## config.mk

```make
export PLATFORM = sky130hd
export DESIGN_NAME = pwt_timer
export DESIGN_NICKNAME = d
export VERILOG_FILES = /design/src/design/pwt_pkg.sv /design/src/design/pwt_timer.sv
export SDC_FILE = /design/constraint.sdc
export NUM_CORES = 1
export LEC_CHECK = 0
export BUFFER_PORTS_ARGS = -buffer_cell sky130_fd_sc_hd__buf_4
export CELL_PAD_IN_SITES_DETAIL_PLACEMENT = 0
export CELL_PAD_IN_SITES_GLOBAL_PLACEMENT = 1
export CORE_ASPECT_RATIO = 1.75
export CORE_MARGIN = 2
export CORE_UTILIZATION = 36
export CTS_BUF_LIST = sky130_fd_sc_hd__clkbuf_8 sky130_fd_sc_hd__clkbuf_16
export DETAILED_ROUTE_END_ITERATION = 7
export PLACE_DENSITY = 0.74
export SLEW_MARGIN = 10
export SYNTH_ARGS = -nofsm -noshare
export SYNTH_HDL_FRONTEND = slang
export SYNTH_SLANG_ARGS = --single-unit
```

## constraint.sdc

```tcl
create_clock -name aclk -period 1.77 [get_ports aclk]
set_input_delay 0.2655 -clock aclk [delete_from_list [all_inputs] [get_ports aclk]]
set_output_delay 0.2655 -clock aclk [all_outputs]
set_load 0.01 [all_outputs]
```

## src/design/pwt_pkg.sv

```systemverilog
// Package with register map, field layout, reset values and carriers of the PWM timer.
package pwt_pkg;

    // ==========================================================
    // Register byte offsets
    localparam logic [7:0] OFS_CTRL = 8'h00;
    localparam logic [7:0] OFS_CYCLE = 8'h04;
    localparam logic [7:0] OFS_DUTY = 8'h08;
    localparam logic [7:0] OFS_STATUS = 8'h0c;
    localparam logic [7:0] OFS_IRQ_STAT = 8'h10;
    localparam logic [7:0] OFS_IRQ_EN = 8'h14;
    localparam logic [7:0] OFS_IRQ_CLR = 8'h18;

    // ==========================================================
    // Field positions
    localparam int CTRL_RUN_BIT = 0;
    localparam int CTRL_POL_BIT = 1;
    localparam int CTRL_CKS_LSB = 4;
    localparam int STAT_TGT_BIT = 8;
    localparam int STAT_OUT_BIT = 9;
    localparam int IRQ_CYCLE_BIT = 0;

    // ==========================================================
    // Reset values
    localparam logic [7:0] CYCLE_RST = 8'hff;
    localparam logic [7:0] DUTY_RST = 8'h00;
    localparam logic [0:0] IRQ_RST = 1'h0;

    // ==========================================================
    // Timing: duty value transfer delay in count clock periods
    localparam logic [1:0] DUTY_DELAY = 2'h3;

    // AXI response codes.
    localparam logic [1:0] RESP_OKAY = 2'h0;
    localparam logic [1:0] RESP_SLVERR = 2'h2;

    // Comparison target of the counter.
    typedef enum logic {
        PWT_TGT_CYCLE,
        PWT_TGT_DUTY
    } pwt_tgt_t;

    // Control register contents.
    typedef struct packed {
        logic [2:0] cks;
        logic pol;
        logic run;
    } pwt_ctrl_t;

    localparam pwt_ctrl_t CTRL_RST = '{cks: 3'h0, pol: 1'h0, run: 1'h0};

endpackage : pwt_pkg

```

## src/design/pwt_timer.sv

```systemverilog
// Eight-bit interval timer in PWM output mode with an AXI4-Lite register slave.
// Operation
// - The duty compare value accepts software writes while the timer runs.
// - A counter match on the cycle value clears the counter, raises the irq and drives active.
// - After start the first comparison is against the cycle value.
// - A cycle match switches comparison to the duty value.
// - A duty match drives inactive and returns comparison to the cycle value, no clear, no irq.
// - Counting starts when run enable is written 1 and stops when written 0.
// - The period is the cycle value plus one count clock periods.
// - The active part of each period is the duty value plus one count clock periods.
// - A duty write while running takes effect three count clock periods later.
// - The count clock is chosen by the three-bit count clock select field.
//
// The implementer's own choices: the register addresses and the AXI4-Lite slave port.
`timescale 1ns/1ps

module pwt_timer (
    // Clock, reset and freeze
    input wire logic aclk,
    input wire logic aresetn,
    input wire logic ce,
    // AXI4-Lite write address
    input wire logic awvalid,
    output logic awready,
    input wire logic [7:0] awaddr,
    // AXI4-Lite write data
    input wire logic wvalid,
    output logic wready,
    input wire logic [31:0] wdata,
    input wire logic [3:0] wstrb,
    // AXI4-Lite write response
    output logic bvalid,
    input wire logic bready,
    output logic [1:0] bresp,
    // AXI4-Lite read address
    input wire logic arvalid,
    output logic arready,
    input wire logic [7:0] araddr,
    // AXI4-Lite read data
    output logic rvalid,
    input wire logic rready,
    output logic [31:0] rdata,
    output logic [1:0] rresp,
    // Timer outputs
    output logic pwm_output_pin,
    output logic cycle_match_irq
);

    // ==========================================================
    // State
    pwt_pkg::pwt_ctrl_t ctrl_q;
    logic [7:0] cycle_q;
    logic [7:0] duty_q;
    logic [7:0] duty_act_q;
    logic [1:0] dly_q;
    logic [7:0] cnt_q;
    logic [6:0] pre_q;
    logic act_q;
    pwt_pkg::pwt_tgt_t tgt_q;
    logic ist_q;
    logic ien_q;
    logic awready_q, wready_q, bvalid_q, arready_q, rvalid_q;
    logic aw_hold_q, w_hold_q;
    logic [7:0] awaddr_q;
    logic [31:0] wdata_q;
    logic [3:0] wstrb_q;
    logic [1:0] bresp_q, rresp_q;
    logic [31:0] rdata_q;
    logic pin_q, irq_q;

    // ==========================================================
    // Bus decode
    wire aw_hs = awvalid && awready_q;
    wire w_hs = wvalid && wready_q;
    wire do_wr = aw_hold_q && w_hold_q && !bvalid_q;
    wire wr_b0 = do_wr && wstrb_q[0];
    wire wr_ctrl = wr_b0 && (awaddr_q == pwt_pkg::OFS_CTRL);
    wire wr_cycle = wr_b0 && (awaddr_q == pwt_pkg::OFS_CYCLE);
    wire wr_duty = wr_b0 && (awaddr_q == pwt_pkg::OFS_DUTY);
    wire wr_ien = wr_b0 && (awaddr_q == pwt_pkg::OFS_IRQ_EN);
    wire wr_iclr = wr_b0 && (awaddr_q == pwt_pkg::OFS_IRQ_CLR);
    wire wr_known = (awaddr_q == pwt_pkg::OFS_CTRL) || (awaddr_q == pwt_pkg::OFS_CYCLE) ||
        (awaddr_q == pwt_pkg::OFS_DUTY) || (awaddr_q == pwt_pkg::OFS_IRQ_EN) ||
        (awaddr_q == pwt_pkg::OFS_IRQ_CLR);
    wire ar_hs = arvalid && arready_q;
    wire b_hs = bvalid_q && bready;
    wire r_hs = rvalid_q && rready;

    // New control value as written; stop is judged from it, start from the stored run bit.
    wire pwt_pkg::pwt_ctrl_t ctrl_w = '{
        cks: wdata_q[pwt_pkg::CTRL_CKS_LSB +: 3],
        pol: wdata_q[pwt_pkg::CTRL_POL_BIT],
        run: wdata_q[pwt_pkg::CTRL_RUN_BIT]};
    wire stop_now = wr_ctrl && !ctrl_w.run;

    // Read mux; unmapped and write-only addresses read zero with an error.
    wire [31:0] status_w = {22'h0, act_q, tgt_q == pwt_pkg::PWT_TGT_DUTY, cnt_q};
    wire rd_ctrl = araddr == pwt_pkg::OFS_CTRL;
    wire rd_cycle = araddr == pwt_pkg::OFS_CYCLE;
    wire rd_duty = araddr == pwt_pkg::OFS_DUTY;
    wire rd_stat = araddr == pwt_pkg::OFS_STATUS;
    wire rd_ist = araddr == pwt_pkg::OFS_IRQ_STAT;
    wire rd_ien = araddr == pwt_pkg::OFS_IRQ_EN;
    wire rd_known = rd_ctrl || rd_cycle || rd_duty || rd_stat || rd_ist || rd_ien;
    wire [31:0] rd_mux = rd_ctrl ? {25'h0, ctrl_q.cks, 2'h0, ctrl_q.pol, ctrl_q.run} :
        rd_cycle ? {24'h0, cycle_q} :
        rd_duty ? {24'h0, duty_q} :
        rd_stat ? status_w :
        rd_ist ? {31'h0, ist_q} :
        rd_ien ? {31'h0, ien_q} : 32'h0;

    // ==========================================================
    // Count clock and match decode
    // The prescaler divides aclk by two to the power of the select field.
    wire [6:0] pre_mask = 7'((8'h1 << ctrl_q.cks) - 8'h1);
    wire tick = ctrl_q.run && ((pre_q & pre_mask) == pre_mask);
    wire cyc_hit = tick && (tgt_q == pwt_pkg::PWT_TGT_CYCLE) && (cnt_q == cycle_q);
    wire duty_hit = tick && (tgt_q == pwt_pkg::PWT_TGT_DUTY) && (cnt_q == duty_act_q);

    // ==========================================================
    // Write address and data channels, taken in either order.
    always_ff @(posedge aclk) begin
        if (!aresetn) begin
            awready_q <= 1'b1;
            wready_q <= 1'b1;
            aw_hold_q <= 1'b0;
            w_hold_q <= 1'b0;
            awaddr_q <= 8'h00;
            wdata_q <= 32'h0;
            wstrb_q <= 4'h0;
        end else if (ce) begin
            if (aw_hs) begin
                awready_q <= 1'b0;
                aw_hold_q <= 1'b1;
                awaddr_q <= awaddr;
            end
            if (w_hs) begin
                wready_q <= 1'b0;
                w_hold_q <= 1'b1;
                wdata_q <= wdata;
                wstrb_q <= wstrb;
            end
            if (b_hs) begin
                awready_q <= 1'b1;
                wready_q <= 1'b1;
                aw_hold_q <= 1'b0;
                w_hold_q <= 1'b0;
            end
        end
    end

    // Write response follows once both halves are held.
    always_ff @(posedge aclk) begin
        if (!aresetn) begin
            bvalid_q <= 1'b0;
            bresp_q <= pwt_pkg::RESP_OKAY;
        end else if (ce) begin
            if (do_wr) begin
                bvalid_q <= 1'b1;
                bresp_q <= wr_known ? pwt_pkg::RESP_OKAY : pwt_pkg::RESP_SLVERR;
            end else if (b_hs) begin
                bvalid_q <= 1'b0;
            end
        end
    end

    // Read channel answers one cycle after the address is taken.
    always_ff @(posedge aclk) begin
        if (!aresetn) begin
            arready_q <= 1'b1;
            rvalid_q <= 1'b0;
            rdata_q <= 32'h0;
            rresp_q <= pwt_pkg::RESP_OKAY;
        end else if (ce) begin
            if (ar_hs) begin
                arready_q <= 1'b0;
                rvalid_q <= 1'b1;
                rdata_q <= rd_mux;
                rresp_q <= rd_known ? pwt_pkg::RESP_OKAY : pwt_pkg::RESP_SLVERR;
            end else if (r_hs) begin
                arready_q <= 1'b1;
                rvalid_q <= 1'b0;
            end
        end
    end

    // ==========================================================
    // Software registers
    // The cycle value is stored whenever written; keeping it steady while running is up to software.
    always_ff @(posedge aclk) begin
        if (!aresetn) begin
            ctrl_q <= pwt_pkg::CTRL_RST;
            cycle_q <= pwt_pkg::CYCLE_RST;
            duty_q <= pwt_pkg::DUTY_RST;
            ien_q <= pwt_pkg::IRQ_RST;
        end else if (ce) begin
            if (wr_ctrl) begin
                ctrl_q <= ctrl_w;
            end
            if (wr_cycle) begin
                cycle_q <= wdata_q[7:0];
            end
            if (wr_duty) begin
                duty_q <= wdata_q[7:0];
            end
            if (wr_ien) begin
                ien_q <= wdata_q[pwt_pkg::IRQ_CYCLE_BIT];
            end
        end
    end

    // Duty transfer: a running write waits three count clocks, a stopped one lands at once.
    always_ff @(posedge aclk) begin
        if (!aresetn) begin
            duty_act_q <= pwt_pkg::DUTY_RST;
            dly_q <= 2'h0;
        end else if (ce) begin
            if (wr_duty && ctrl_q.run) begin
                dly_q <= pwt_pkg::DUTY_DELAY;
            end else if (wr_duty) begin
                duty_act_q <= wdata_q[7:0];
                dly_q <= 2'h0;
            end else if (stop_now) begin
                dly_q <= 2'h0;
            end else if (tick && dly_q != 2'h0) begin
                dly_q <= dly_q - 2'h1;
                if (dly_q == 2'h1) begin
                    duty_act_q <= duty_q;
                end
            end
        end
    end

    // ==========================================================
    // Counter, compare target and output level
    // Stopping resets everything so a restart always begins at zero against the cycle value.
    always_ff @(posedge aclk) begin
        if (!aresetn) begin
            pre_q <= 7'h0;
            cnt_q <= 8'h00;
            tgt_q <= pwt_pkg::PWT_TGT_CYCLE;
            act_q <= 1'b0;
        end else if (ce) begin
            if (stop_now || !ctrl_q.run) begin
                pre_q <= 7'h0;
                cnt_q <= 8'h00;
                tgt_q <= pwt_pkg::PWT_TGT_CYCLE;
                act_q <= 1'b0;
            end else begin
                pre_q <= pre_q + 7'h1;
                if (cyc_hit) begin
                    cnt_q <= 8'h00;
                    act_q <= 1'b1;
                    tgt_q <= pwt_pkg::PWT_TGT_DUTY;
                end else if (duty_hit) begin
                    cnt_q <= cnt_q + 8'h01;
                    act_q <= 1'b0;
                    tgt_q <= pwt_pkg::PWT_TGT_CYCLE;
                end else if (tick) begin
                    cnt_q <= cnt_q + 8'h01;
                end
            end
        end
    end

    // Sticky status: a cycle match in the clearing cycle still sets the bit.
    always_ff @(posedge aclk) begin
        if (!aresetn) begin
            ist_q <= pwt_pkg::IRQ_RST;
            irq_q <= 1'b0;
            pin_q <= 1'b0;
        end else if (ce) begin
            if (cyc_hit) begin
                ist_q <= 1'b1;
            end else if (wr_iclr && wdata_q[pwt_pkg::IRQ_CYCLE_BIT]) begin
                ist_q <= 1'b0;
            end
            irq_q <= (ist_q || cyc_hit) && ien_q;
            pin_q <= act_q ^ ctrl_q.pol;
        end
    end

    // ==========================================================
    // Output ports
    assign awready = awready_q;
    assign wready = wready_q;
    assign bvalid = bvalid_q;
    assign bresp = bresp_q;
    assign arready = arready_q;
    assign rvalid = rvalid_q;
    assign rdata = rdata_q;
    assign rresp = rresp_q;
    assign pwm_output_pin = pin_q;
    assign cycle_match_irq = irq_q;

    // Checker helper: run cycles since the last count clock; it expects a steady select field.
    logic [7:0] gap_q;
    always_ff @(posedge aclk) begin
        if (!aresetn) begin
            gap_q <= 8'h00;
        end else if (ce) begin
            gap_q <= (tick || stop_now || !ctrl_q.run) ? 8'h00 : gap_q + 8'h01;
        end
    end
endmodule : pwt_timer

```

==> impl_metrics.py <==
metrics = {
    "run_status": {
        "status": "finished with violations",
        "violations": "setup timing",
    },
    "die": {
        "initial_core_util": 0.366,
        "rows": 53,
        "io_pins": 103,
        "die_h_um": 150,
        "coreArea_um2": 11900,
        "die_x_um": 87.3,
        "die_area_um2": 13100,
    },
    "timing": {
        "finalMaxSlewViolations": 0,
        "rsz0062_at_grt": "yes",
        "setup-violations-final": 40,
        "clock.fmax_mhz": 512,
        "period_minus_slack_ns": 1.95,
        "fin_ws_ns": -0.185,
        "hold_violations": 0,
        "tns_ns": -2.75,
        "clock_skew_ns": 0.00731,
        "fin_crit_sh": 1.10,
    },
    "placed_design": {
        "placed_cell_area_um2": 5200,
        "routabilityCongestion": 0.805,
        "port_buffers": 51,
        "dpl.hpwl_um": 8450,
        "dp_slack_ns": -0.193,
    },
    "layout": {
        "drive_above_1_share": 0.262,
        "post-route-util": 0.470,
        "nets": 658,
        "syn2layout_area_growth_pct": 28.3,
        "design_area_um2": 5610,
        "nFillCells": 1170,
        "antenna_cells": 0,
    },
    "routing": {
        "route.detailed.drc": 0,
        "first_pass_iters": 4,
        "avgViaCountPerCell": 5.14,
        "wl_per_cell_um": 15.2,
        "ant_nets": 0,
        "wirelength_um": 11200,
        "dr_total_vias": 3784,
        "drt_iter0_drc": 196,
    },
    "pwr": {
        "p_int_mw": 3.32,
        "p_clk_frac": 0.454,
        "p_sw_mw": 1.08,
        "fin_total_pwr_mw": 4.40,
        "p_per_area_nw_per_um2": 784,
        "leakage_nw": 2.42,
        "swShare": 0.245,
        "peakVddDrop_uv": 550,
        "comb_power_share": 0.090,
        "seqPwrFrac": 0.456,
    },
    "global_routing": {
        "antenna_found_initial": 0,
        "grt_pass1_wl_um": 17700,
        "grtUsageTotal": 0.173,
        "grt_pass1_vias": 3690,
        "grt_start_max_net_pins": 51,
        "grt_overflow": 0,
    },
    "critical_path": {
        "critPathBufInv": 0,
        "cp_top_family": "simple AND/OR/NAND/NOR gates",
        "critical_path_class": "reg -> reg",
        "cp.arrival_ns": 2.23,
        "ff2ff_path_depth": 6,
        "crit_chain": "or4b_4, nor3_4, a22oi_2, a21boi_4, or4_1, a21oi_1",
        "cp_slowest_cell": "or4b_4",
        "critPathMaxStageDelay_ns": 0.56,
        "critPathRequiredTime_ns": 2.05,
        "cp_max_fo": 9,
        "cp-end-kind": "flip-flop",
        "cp_num_cells": 6,
        "startpoint_type": "flip-flop",
    },
    "clocking": {
        "cts_sinks": 86,
        "insertion_delay_ns": 0.34,
        "clk_path_buf_depth": 2,
        "htreeDepth": 3,
        "hold_buffers": 0,
        "cts-root-buf": "clkbuf_16",
        "cts_buffers": 9,
        "cts_tree": "done",
        "clkTransAtPathRegs_ns": 0.07,
    },
    "job": {
        "maxCapViolCount": 0,
    },
    "yosys": {
        "synth_ff_type": "dfxtp_1",
        "syn_area_per_cell_um2": 8.81,
        "ys_seq_area_frac": 0.394,
        "synth-edff-count": 0,
        "synth_area_um2": 4370,
        "synthCells": 496,
        "synth_cell_type_count": 55,
        "synthArstFlopShare": 0,
        "ys_ff_latch": 86,
        "ys_warn_count": 0,
    },
    "min_path": {
        "holdPathStages": 3,
        "hp-class": "in -> reg",
    },
}
area by class of cell:
class,count,area [µm²],share of cell area
clock buffers,10,239,0.0426
inverters,9,33.8,0.00602
clock inverters,6,77.6,0.0138
multi-input cells,372,2440,0.436
flip-flops and latches,86,1730,0.308
repair buffers,116,916,0.163
well taps,137,171,0.0306
synth_stat cells, drive strengths merged, types with 3 or more instances:
cell	count	area, µm²
nand2b	6	37.5
ha	4	50.1
o21ai	12	60.1
a21o	3	22.5
mux2i	33	330
nor3	5	36.3
nor2	18	67.6
xor2	15	131
a22o	4	35.0
clkbuf	22	82.6
mux2	3	33.8
and3	6	37.5
inv	9	33.8
a21oi	22	110
nor4	4	25.0
a21boi	26	206
nor3b	4	41.3
nand3	20	100
nor2b	21	131
nand2	76	285
a22oi	4	35.0
or3	5	31.3
o221ai	3	26.3
o211a	9	90.1
dfxtp	86	1720
xnor2	9	78.8
nand4	9	56.3
buf	31	224
repair_timing:
action	in CTS	in global routing
setup buffers	1	4
endpoints found under the setup margin	46	49
cloned	0	1
resized for setup	2	12
hold endpoints to repair	0	0
pin swaps	1	4
placed cells by master (no fill, tap or decap), types with 11 or more instances in the layout:
| cell | count |
|---|---|
| buf_4 | 111 |
| dfxtp_1 | 81 |
| nand2_1 | 76 |
| mux2i_1 | 33 |
| conb_1 | 24 |
| a21boi_0 | 23 |
| a21oi_1 | 21 |
| nand3_1 | 20 |
| nor2b_1 | 20 |
| nor2_1 | 18 |
| xor2_1 | 15 |
| o21ai_0 | 11 |
power by group through the flow:
stage          combinational (mW)  clock [mW]  sequential [mW]
2_1_floorplan               0.243           0             2.05
3_3_place_gp                0.385           0             2.05
3_5_place_dp                0.391           0             2.05
4_1_cts                     0.395        2.06             2.01
5_1_grt                     0.438        2.13             2.01
6_report                    0.396        2.00             2.01
state kept, by name (all words and copies together), names as in the netlist, 2 cells and up:
| signal | cells |
|---|---|
| rdata | 9 |
| duty_q | 8 |
| cnt_q | 8 |
| duty_act_q | 8 |
| pre_q | 7 |
| dly_q | 2 |
| ctrl_q | 5 |
| wdata_q | 8 |
| cycle_q | 8 |
| awaddr_q | 8 |
metrics by stage:
| stage | hold WS [ns] | instances |
|---|---|---|
| floorplan | 0.410 | 519 |
| global placement | 0.455 | 714 |
| detailed placement | 0.465 | 714 |
| CTS | 0.167 | 731 |
| global route | 0.176 | 736 |
| finish | 0.174 | 736 |
worst paths after layout:
kind          startpoint         end  slack (ns)
max          awaddr_q[5]    cnt_q[5]       -0.18
min             wdata[5]  wdata_q[5]        0.17
max reg2reg  awaddr_q[5]    cnt_q[5]       -0.18
min reg2reg     rdata[0]    rdata[0]        0.47
worst register-to-register path, cell delays in order (launching register included):
cell      delay [ns]
dfxtp_2         0.32
or4b_4          0.56
nor3_4          0.19
a22oi_2         0.09
a21boi_4        0.18
or4_1           0.42
a21oi_1         0.12
metal layers:
layer / routed length, µm / vias up / global-route usage
met2: 6010 / 101 / 0.312
met5: 0 / - / 0
met1: 4350 / 1779 / 0.186
met4: 434 / 0 / 0.0923
li1: - / 1880 / -
met3: 407 / 24 / 0.0303
cells by family after synthesis:
family                   synth area share
buffers and inverters              0.0778
multiplexers                       0.0884
other                            0.000858
AND/OR/NAND/NOR                     0.223
XOR/XNOR                           0.0481
flip-flops                          0.394
adder cells (fa/ha/maj)            0.0114
AO/OA/AOI/OAI                       0.157
Note: power is estimated with default switching activity, not from simulation.
